[src/occ_cfg.svh]
// register offsets, field positions and reset values of the compare block
// assumes a 32-bit word-aligned bus map with byte addresses below
`ifndef OCC_CFG_SVH
`define OCC_CFG_SVH

// per-channel register offsets, channel stride added on top
`define OCC_CH_STRIDE 8'h10
`define OCC_OFS_CTRL 8'h00
`define OCC_OFS_PRI 8'h04
`define OCC_OFS_SEC 8'h08
// interrupt registers
`define OCC_OFS_STAT 8'h20
`define OCC_OFS_EN 8'h24
`define OCC_OFS_CLR 8'h28

// control register field positions
`define OCC_BIT_SIDL 13
`define OCC_BIT_FLT 4
`define OCC_BIT_TSEL 3
`define OCC_MODE_HI 2
`define OCC_MODE_LO 0

// reset values
`define OCC_RST_CTRL 5'h00
`define OCC_RST_VAL 16'h0000
`define OCC_RST_EN 4'h0

// channel count and interrupt event count
`define OCC_NCH 2
`define OCC_NEV 4
`endif

[src/occ_pkg.sv]
// types shared by the compare block files
// assumes occ_cfg.svh is included for widths
`default_nettype none
`include "occ_cfg.svh"
package occ_pkg;
    // compare_mode_select encodings
    typedef enum logic [2:0] {
        OCC_DIS = 3'b000,
        OCC_SETHI = 3'b001,
        OCC_SETLO = 3'b010,
        OCC_TOG = 3'b011,
        OCC_SINGLE = 3'b100,
        OCC_CONT = 3'b101,
        OCC_PWM = 3'b110,
        OCC_PWMF = 3'b111
    } occ_mode_t;

    // writable fields of compare_channel_control
    typedef struct packed {
        logic sidl;
        logic tsel;
        occ_mode_t mode;
    } occ_ctrl_t;

    // per-channel output state
    typedef struct packed {
        logic pin;
        logic flt;
        logic done;
        occ_mode_t last;
    } occ_chan_t;

    // whole state of the top module
    typedef struct packed {
        logic [7:0] addr;
        logic wr;
        logic rd;
        logic rd_wait;
        logic [31:0] rdata;
        occ_ctrl_t [`OCC_NCH-1:0] ctrl;
        logic [`OCC_NCH-1:0][15:0] pri;
        logic [`OCC_NCH-1:0][15:0] sec;
        occ_chan_t [`OCC_NCH-1:0] ch;
        logic [`OCC_NEV-1:0] irq_en;
    } occ_state_t;
endpackage : occ_pkg
`default_nettype wire

[src/occ_irq.sv]
// sticky interrupt status with enable and write-one-to-clear
// assumes event and clear inputs are one-cycle pulses on the same clock
`timescale 1ns/10ps
`default_nettype none
module occ_irq #(
    parameter int N = 4
) (
    // clock and reset
    input wire logic clk,
    input wire logic rst,
    // events, clears and enables
    input wire logic [N-1:0] ev,
    input wire logic [N-1:0] clr,
    input wire logic [N-1:0] en,
    // status and level interrupt
    output logic [N-1:0] status,
    output logic irq
);
    typedef struct packed {
        logic [N-1:0] stat;
    } occ_irq_st_t;

    occ_irq_st_t s_r;
    occ_irq_st_t s_nxt;

    // set wins over a clear in the same cycle
    always_comb
    begin
        s_nxt.stat = (s_r.stat & ~clr) | ev;
    end

    // state register
    always_ff @(posedge clk)
    begin
        if (rst)
            s_r <= '0;
        else
            s_r <= s_nxt;
    end

    assign status = s_r.stat;
    assign irq = |(s_r.stat & en);
endmodule : occ_irq
`default_nettype wire

[src/occ_match.sv]
// equality detector between a selected time base count and a compare value
// assumes both time base counts are synchronous to the clock
`timescale 1ns/10ps
`default_nettype none
module occ_match #(
    parameter int W = 16
) (
    // clock and reset
    input wire logic clk,
    input wire logic rst,
    // time bases and selection
    input wire logic [W-1:0] cnt_first,
    input wire logic [W-1:0] cnt_second,
    input wire logic sel_second,
    input wire logic [W-1:0] value,
    // one-cycle event on the first cycle of equality
    output logic ev
);
    typedef struct packed {
        logic eq;
    } occ_match_st_t;

    occ_match_st_t s_r;
    occ_match_st_t s_nxt;
    logic eq;

    // a prescaled timer holds a count for many cycles, so only the start counts
    always_comb
    begin
        eq = (sel_second ? cnt_second : cnt_first) == value;
        s_nxt.eq = eq;
        ev = eq & ~s_r.eq;
    end

    // state register
    always_ff @(posedge clk)
    begin
        if (rst)
            s_r <= '0;
        else
            s_r <= s_nxt;
    end
endmodule : occ_match
`default_nettype wire

[src/occ_top.sv]
// two output compare channels with an ahb-lite register slave
// assumes time base counts, idle and fault inputs are synchronous to CLK_SYS
// assumes single word transfers and HREADY looped back from HREADYOUT
// assumes each fault input is pulled high while no fault is present
//
// Overview of operation
// two identical channels, each with its own 16-bit control register.
// idle stop bit set halts the channel while the cpu idles.
// hardware sets the fault flag on a pwm fault; only hardware clears it.
// fault flag is read-only, hardware cleared, resets to zero.
// fault flag only updates in mode 111.
// timebase select 1 picks second timer, 0 picks first timer.
// mode 111 is pwm with the fault input enabled.
// mode 110 is pwm with the fault input ignored.
// mode 101 starts pin low, then continuous pulses.
// mode 100 starts pin low, then exactly one pulse.
// mode 011 toggles the pin on each compare event.
// mode 010 starts pin high; compare event drives it low.
// mode 001 starts pin low; compare event drives it high.
// mode 000 disables the channel; this is the reset value.
// unimplemented control bits read as zero.
// primary match is the compare event; secondary match ends a pulse.
`timescale 1ns/10ps
`default_nettype none
`include "occ_cfg.svh"
module occ_top #(
    parameter int TW = 16
) (
    // clock and reset
    input wire logic CLK_SYS,
    input wire logic RST,
    // ahb-lite slave
    input wire logic HSEL,
    input wire logic [31:0] HADDR,
    input wire logic [1:0] HTRANS,
    input wire logic HWRITE,
    input wire logic [2:0] HSIZE,
    input wire logic [31:0] HWDATA,
    input wire logic HREADY,
    output logic [31:0] HRDATA,
    output logic HREADYOUT,
    output logic HRESP,
    // time bases and system state
    input wire logic [TW-1:0] FIRST_GENERAL_TIMER,
    input wire logic [TW-1:0] SECOND_GENERAL_TIMER,
    input wire logic CPU_IDLE,
    input wire logic [`OCC_NCH-1:0] FAULT_N,
    // compare outputs and interrupt
    output logic [`OCC_NCH-1:0] COMPARE_OUTPUT_PIN,
    output logic IRQ
);
    // whole block state, registered once
    occ_pkg::occ_state_t s_r;
    occ_pkg::occ_state_t s_nxt;

    // one-cycle match events per channel
    logic [`OCC_NCH-1:0] ev_pri;
    logic [`OCC_NCH-1:0] ev_sec;
    logic [`OCC_NCH-1:0] ev_zero;

    // interrupt events, clears and sticky status
    logic [`OCC_NEV-1:0] irq_ev;
    logic [`OCC_NEV-1:0] irq_clr;
    logic [`OCC_NEV-1:0] irq_stat;

    // address phase accepted this cycle
    logic take;

    // register index within a channel block, and channel number
    // channel blocks repeat every stride, so decoding is a mask
    function automatic logic [7:0] occ_reg_ofs(input logic [7:0] a);
        occ_reg_ofs = a & (`OCC_CH_STRIDE - 8'h01);
    endfunction : occ_reg_ofs

    function automatic logic occ_is_chan(input logic [7:0] a, input int i);
        occ_is_chan = (a & ~(`OCC_CH_STRIDE - 8'h01)) == 8'(i * `OCC_CH_STRIDE);
    endfunction : occ_is_chan

    // control register read image; bits 15:14 and 12:5 stay zero
    function automatic logic [15:0] occ_ctrl_word(input occ_pkg::occ_ctrl_t c,
                                                   input logic flt);
        logic [15:0] w;
        w = 16'h0000;
        w[`OCC_BIT_SIDL] = c.sidl;
        w[`OCC_BIT_FLT] = flt;
        w[`OCC_BIT_TSEL] = c.tsel;
        w[`OCC_MODE_HI:`OCC_MODE_LO] = c.mode;
        occ_ctrl_word = w;
    endfunction : occ_ctrl_word

    // matches: primary value, secondary value and period start at zero
    // all three watch the same selected time base
    for (genvar i = 0; i < `OCC_NCH; i++)
    begin : g_ch
        occ_match #(.W(TW)) u_pri (
            .clk(CLK_SYS),
            .rst(RST),
            .cnt_first(FIRST_GENERAL_TIMER),
            .cnt_second(SECOND_GENERAL_TIMER),
            .sel_second(s_r.ctrl[i].tsel),
            .value(s_r.pri[i]),
            .ev(ev_pri[i])
        );
        occ_match #(.W(TW)) u_sec (
            .clk(CLK_SYS),
            .rst(RST),
            .cnt_first(FIRST_GENERAL_TIMER),
            .cnt_second(SECOND_GENERAL_TIMER),
            .sel_second(s_r.ctrl[i].tsel),
            .value(s_r.sec[i]),
            .ev(ev_sec[i])
        );
        occ_match #(.W(TW)) u_zero (
            .clk(CLK_SYS),
            .rst(RST),
            .cnt_first(FIRST_GENERAL_TIMER),
            .cnt_second(SECOND_GENERAL_TIMER),
            .sel_second(s_r.ctrl[i].tsel),
            .value('0),
            .ev(ev_zero[i])
        );
    end

    // sticky status: bits 1:0 compare events, bits 3:2 fault events
    // compare events count unless the channel is halted, disabled or changing mode
    occ_irq #(.N(`OCC_NEV)) u_irq (
        .clk(CLK_SYS),
        .rst(RST),
        .ev(irq_ev),
        .clr(irq_clr),
        .en(s_r.irq_en),
        .status(irq_stat),
        .irq(IRQ)
    );

    // address phase accepted only when the bus is ready
    // a select without a transfer type is ignored
    assign take = HSEL & HREADY & HTRANS[1];

    // bus slave, register file and channel behaviour
    always_comb
    begin
        occ_pkg::occ_chan_t ch;
        occ_pkg::occ_ctrl_t c;
        logic halt;
        logic [7:0] ofs;
        s_nxt = s_r;
        irq_ev = '0;
        irq_clr = '0;
        ch = '0;
        c = '0;
        halt = 1'b0;

        // offset within a channel block; upper bits pick the channel
        ofs = occ_reg_ofs(s_r.addr);

        // data phase of a write: word transfers only
        // the address was captured one edge earlier
        s_nxt.wr = 1'b0;
        if (s_r.wr)
        begin
            for (int i = 0; i < `OCC_NCH; i++)
            begin
                if (occ_is_chan(s_r.addr, i))
                begin
                    unique case (ofs)
                        `OCC_OFS_CTRL:
                        begin
                            // fault bit is not writable here
                            s_nxt.ctrl[i].sidl = HWDATA[`OCC_BIT_SIDL];
                            s_nxt.ctrl[i].tsel = HWDATA[`OCC_BIT_TSEL];
                            s_nxt.ctrl[i].mode =
                                occ_pkg::occ_mode_t'(HWDATA[`OCC_MODE_HI:`OCC_MODE_LO]);
                        end
                        `OCC_OFS_PRI: s_nxt.pri[i] = HWDATA[15:0];
                        `OCC_OFS_SEC: s_nxt.sec[i] = HWDATA[15:0];
                        default: ;
                    endcase
                end
            end

            // interrupt enable is plain storage
            if (s_r.addr == `OCC_OFS_EN)
                s_nxt.irq_en = HWDATA[`OCC_NEV-1:0];
            // clear is a pulse; a same-cycle event still sets the bit
            if (s_r.addr == `OCC_OFS_CLR)
                irq_clr = HWDATA[`OCC_NEV-1:0];
        end

        // reads take one wait cycle so the data comes from a flip-flop
        // hrdata then stands until the next read completes
        s_nxt.rd = 1'b0;
        s_nxt.rd_wait = 1'b0;
        if (s_r.rd)
        begin
            s_nxt.rd_wait = 1'b1;
            s_nxt.rdata = 32'h0000_0000; // unmapped reads return zero
            for (int i = 0; i < `OCC_NCH; i++)
            begin
                if (occ_is_chan(s_r.addr, i))
                begin
                    unique case (ofs)
                        `OCC_OFS_CTRL:
                            s_nxt.rdata[15:0] = occ_ctrl_word(s_r.ctrl[i], s_r.ch[i].flt);
                        `OCC_OFS_PRI: s_nxt.rdata[15:0] = s_r.pri[i];
                        `OCC_OFS_SEC: s_nxt.rdata[15:0] = s_r.sec[i];
                        default: ;
                    endcase
                end
            end

            // status and enable share one layout, upper bits zero
            if (s_r.addr == `OCC_OFS_STAT)
                s_nxt.rdata[`OCC_NEV-1:0] = irq_stat;
            if (s_r.addr == `OCC_OFS_EN)
                s_nxt.rdata[`OCC_NEV-1:0] = s_r.irq_en;
        end

        // new address phase; a read wait blocks it via hreadyout
        // hsize is not checked: only whole words are expected
        if (take)
        begin
            s_nxt.addr = HADDR[7:0];
            s_nxt.wr = HWRITE;
            s_nxt.rd = ~HWRITE;
        end

        // each channel runs the same logic off its own registers
        for (int i = 0; i < `OCC_NCH; i++)
        begin
            c = s_r.ctrl[i];
            ch = s_r.ch[i];

            // halted channels freeze the pin except on a mode change, and drop their events
            halt = c.sidl & CPU_IDLE;

            if (c.mode != ch.last)
            begin
                // mode change: load the initial pin level
                // the first cycle of a new mode ignores any match
                ch.last = c.mode;
                ch.done = 1'b0;
                unique case (c.mode)
                    occ_pkg::OCC_SETLO: ch.pin = 1'b1;
                    occ_pkg::OCC_TOG: ch.pin = ch.pin;
                    default: ch.pin = 1'b0; // see R9 see R10 see R13
                endcase
            end
            else if (!halt)
            begin
                unique case (c.mode)
                    occ_pkg::OCC_DIS: ch.pin = 1'b0;
                    occ_pkg::OCC_SETHI:
                        if (ev_pri[i])
                            ch.pin = 1'b1;
                    occ_pkg::OCC_SETLO:
                        if (ev_pri[i])
                            ch.pin = 1'b0;
                    occ_pkg::OCC_TOG:
                        if (ev_pri[i])
                            ch.pin = ~ch.pin;
                    occ_pkg::OCC_SINGLE:
                    begin
                        // after the one pulse the channel stays quiet
                        // rewriting another mode arms it again
                        if (!ch.done && ev_pri[i])
                            ch.pin = 1'b1; // see R10
                        if (!ch.done && ev_sec[i] && ch.pin)
                        begin
                            ch.pin = 1'b0;
                            ch.done = 1'b1;
                        end
                    end
                    occ_pkg::OCC_CONT:
                    begin
                        // each primary match starts a pulse, each secondary ends it
                        // equal primary and secondary values leave the pin low
                        if (ev_pri[i])
                            ch.pin = 1'b1; // see R9
                        if (ev_sec[i])
                            ch.pin = 1'b0;
                    end
                    occ_pkg::OCC_PWM, occ_pkg::OCC_PWMF:
                    begin
                        // period starts at zero, duty ends at the primary value
                        if (ev_zero[i])
                            ch.pin = s_r.pri[i] != '0;
                        if (ev_pri[i])
                            ch.pin = 1'b0;
                        // fault input only acts in the faulted pwm mode
                        // a cleared fault resumes at the next period start
                        if (c.mode == occ_pkg::OCC_PWMF)
                        begin
                            if (!FAULT_N[i])
                            begin
                                // fault present: pin parked low, flag held set
                                ch.flt = 1'b1; // see R3
                                ch.pin = 1'b0;
                            end
                            else if (ch.flt && ev_zero[i])
                                ch.flt = 1'b0;
                            else if (ch.flt)
                                ch.pin = 1'b0;
                        end
                    end
                endcase
            end

            // interrupt events: accepted compare, fault rising
            // a mode change cycle raises no compare event
            irq_ev[i] = ev_pri[i] & ~halt & (c.mode != occ_pkg::OCC_DIS)
                        & (c.mode == s_r.ch[i].last);
            irq_ev[i + `OCC_NCH] = ch.flt & ~s_r.ch[i].flt;
            s_nxt.ch[i] = ch;
        end
    end

    // one register for all state; every field clears on reset
    // reset is synchronous, so compare pins and irq go low at the first clock edge of the pulse
    always_ff @(posedge CLK_SYS)
    begin
        if (RST)
        begin
            s_r <= '0; // see R4
            s_r.irq_en <= `OCC_RST_EN;
        end
        else
            s_r <= s_nxt;
    end

    // bus answers: one wait state on reads only, never an error
    assign HREADYOUT = ~s_r.rd;
    assign HRESP = 1'b0;
    assign HRDATA = s_r.rdata;

    // compare pins straight from flip-flops, free of glitches
    always_comb
    begin
        for (int i = 0; i < `OCC_NCH; i++)
            COMPARE_OUTPUT_PIN[i] = s_r.ch[i].pin;
    end
endmodule : occ_top
`default_nettype wire

[config.mk]
export PLATFORM = sky130hd
export DESIGN_NAME = occ_top
export DESIGN_NICKNAME = d
export VERILOG_FILES = /design/src/occ_pkg.sv /design/src/occ_irq.sv /design/src/occ_match.sv /design/src/occ_top.sv
export VERILOG_INCLUDE_DIRS = /design/src
export SDC_FILE = /design/constraint.sdc
export NUM_CORES = 1
export LEC_CHECK = 0
export CAP_MARGIN = 20
export CORE_ASPECT_RATIO = 0.5
export CORE_MARGIN = 8
export CORE_UTILIZATION = 50
export DETAILED_ROUTE_END_ITERATION = 8
export DONT_BUFFER_PORTS = 1
export PLACE_DENSITY = 0.76
export SYNTH_ARGS = -nofsm -noshare
export SYNTH_HDL_FRONTEND = slang
export SYNTH_HIERARCHICAL = 1
export SYNTH_SLANG_ARGS = --single-unit
[constraint.sdc]
create_clock -name CLK_SYS -period 6.45 [get_ports CLK_SYS]
set_input_delay 0.3225 -clock CLK_SYS [delete_from_list [all_inputs] [get_ports CLK_SYS]]
set_output_delay 0.3225 -clock CLK_SYS [all_outputs]
set_load 0.05 [all_outputs]
==> results_dict.tcl <==
set metrics [dict create \
    status "completed" \
    wl_met1_um 11430 \
    holdPathStages 2 \
    cts_made_buffers 17 \
    place_congestion 0.9599 \
    ys_types 58 \
    ys_warn_count 6 \
    routed-via-count 7366 \
    clock_sinks 126 \
    multi_input_area_um2 5022 \
    design.core.area_um2 16100 \
    ant_nets 0 \
    ioPinCount 146 \
    cts_tree "built" \
    hold_viol 0 \
    hold_start "HWDATA[10]" \
    drv_slew 0 \
    antenna_found_initial 0 \
    worst_pin_slew_ns 1.189 \
    p_leak_nw 2.627 \
    clock-root-buffer "clkbuf_16" \
    final_area_um2 8610 \
    peakVddDrop_v 0.0001770 \
    hold_path_end "s_r[74]" \
    worstPathArrival_ns 3.94 \
    cts_resized 0 \
    grt_overflow 0 \
    portBuffers 0 \
    dieHeight_um 105.9 \
    relSlewSlack 0.2047 \
    cts_hold_buf 6 \
    grt_setup_unrepaired "false" \
    rr_startpoint "s_r[83]" \
    synth.avg_cell_area_um2 8.327 \
    worst-setup-path-type "reg2reg" \
    synth_top_cell_area_share 0.3120 \
    setup_viol 0 \
    clk_path_buf_depth 2 \
    ys.flop_type "dfxtp_1" \
    crit_path_end_kind "flip-flop" \
    path_clk_slew_ns 0.06 \
    cap_violations 0 \
    ys_ff_latch 126 \
    final.fill_count 1499 \
    powerDensity_nw_per_um2 227.9 \
    drc 0 \
    drive_above_1_share 0.05372 \
    die_area_um2 20740 \
    layout_common_cells "nand2_1 (170), dfxtp_1 (124), mux2i_1 (114)" \
    grt_pass1_vias 6813 \
    num_antenna_cells 0 \
    crit_required_ns 6.74 \
    hp-class "in2reg" \
    drt_iter0_drc 1073 \
    r2r_cells 11 \
    placed_area_um2 7911 \
    cts_max_level 4 \
    async_flop_share 0 \
    final_nets 1065 \
    yosysTopAreaCell "dfxtp_1" \
    dr.max_layer_used "met4" \
    track_usage 0.2609 \
    synth_cells 971 \
    grt_first_pass_wirelength_um 41750 \
    die_width_um 195.8 \
    dr.pass1.iters 7 \
    final_common_cell "nand2_1" \
    wl_met2_um 10270 \
    synth_edf_count 0 \
    seq_area_um2 2525 \
    grt_max_degree 39 \
    clock_latency_ns 0.42 \
    clock_skew_ns 0.009049 \
    fin_crit_sh 0.5648 \
    wl_met3_um 5541 \
    cp-start-kind "flip-flop" \
    fmax_mhz 274.5 \
    rr_endpoint "COMPARE_OUTPUT_PIN[0]" \
    fp-row-count 33 \
    start_util 0.5021 \
    vias_per_cell 6.253 \
    cp_max_fo 38 \
    seq_area_frac_synth 0.3120 \
    wire_per_inst_um 23.38 \
    hpwl_um 19410 \
    area_growth_pct 6.484 \
    period_needed_ns 3.643 \
    tns_ns 0 \
    wl_um 27540 \
    synthesis.area_um2 8085 \
    synth_area_leaders "dfxtp_1 (31%), mux2i_1 (14%), xnor2_1 (11%), nand2_1 (7.9%), a21oi_1 (5.8%)" \
    post_cts_buffers 0 \
    ff2ff_setup_slack_ns 2.81 \
]
## synthesized netlist by cell type, drive strengths merged (3+ instances only)
master / instances
mux2i: 114
or4: 4
and3: 3
nand3: 20
xnor2: 102
clkbuf: 34
o21ai: 4
nor4b: 5
a21oi: 93
nor2b: 9
nand2b: 10
a221oi: 4
nand4: 14
buf: 61
o311a: 3
a22oi: 25
a22o: 10
nor3: 18
nand2: 171
nor2: 38
o211ai: 3
inv: 14
o221ai: 3
o22ai: 15
and2: 6
dfxtp: 126
o2bb2ai: 4
nor4: 31
o31ai: 3
## cells by family (layout without fill, tap and decap cells)
group           after synthesis  count (layout)  share of synthesized area
xor+xnor                    102             102                     0.1105
compound gates              182             182                     0.1436
other cells                   1              49                  0.0004638
mux                         114             114                     0.1411
simple gates                336             336                     0.2032
buf+inv                     110              59                    0.08914
flops                       126             126                     0.3120
## area by class of cell
cell class              count  area share
clock buffers              20     0.05304
clock inverters            11     0.01817
inverters                  15    0.006540
multi-input cells         783      0.5833
flip-flops and latches    126      0.2933
well taps                 210     0.03052
repair buffers             13     0.01511
## sequential cells by signal (all words and copies together) (netlist names)
register / flops
g_ch.u_zero/s_r: 2
g_ch.u_pri/s_r: 2
HRDATA: 16
s_r: 98
g_ch.u_sec/s_r: 2
COMPARE_OUTPUT_PIN: 2
u_irq/status: 4
## critical path, stage by stage, from the launching register on
cell	delay, ns
dfxtp_2	0.59
buf_4	0.60
mux2i_1	0.29
xnor2_1	0.09
nor4_1	0.58
nand4_1	0.31
nor2_1	0.23
inv_1	0.12
nor4_1	0.19
nand4_1	0.22
nand3_1	0.16
a31oi_1	0.10
## where the power goes
part / leakage, nW / switching (W) / total [W] / internal, W
combinational: 1.32 / 0.000100 / 0.000159 / 0.0000592
sequential: 1.02 / 0.0000102 / 0.000791 / 0.000781
clock: 0.290 / 0.000380 / 0.00101 / 0.000631
total: 2.63 / 0.000491 / 0.00196 / 0.00147
## per-layer routing
metal,track usage,vias up
met5,0,-
met4,0.05379,0
met3,0.1611,39
met2,0.3306,541
met1,0.3625,3463
li1,-,3323
## worst max-delay path by stage
stage	start	cells after the start	end
4_1_cts	s_r[88]	10	COMPARE_OUTPUT_PIN[1]
2_1_floorplan	s_r[88]	11	COMPARE_OUTPUT_PIN[1]
3_3_place_gp	s_r[88]	10	COMPARE_OUTPUT_PIN[1]
5_1_grt	s_r[88]	10	COMPARE_OUTPUT_PIN[1]
6_report	s_r[83]	11	COMPARE_OUTPUT_PIN[0]
3_5_place_dp	s_r[88]	10	COMPARE_OUTPUT_PIN[1]
## stage by stage
stage	hold WS [ns]	power (W)	utilization	worst slack, ns	std cells
6_report	0.03387	0.001962	0.5347	2.807	1178
5_1_grt	0.02583	0.002016	0.5347	2.623	1178
4_1_cts	0.02945	0.001957	0.5343	2.938	1177
3_5_place_dp	0.4047	0.0009440	0.4913	2.983	1140
3_3_place_gp	0.4060	0.0009407	0.4913	3.006	1140
2_1_floorplan	0.3916	0.0009423	-	4.170	1019
Note: power is estimated with default switching activity, not from simulation.
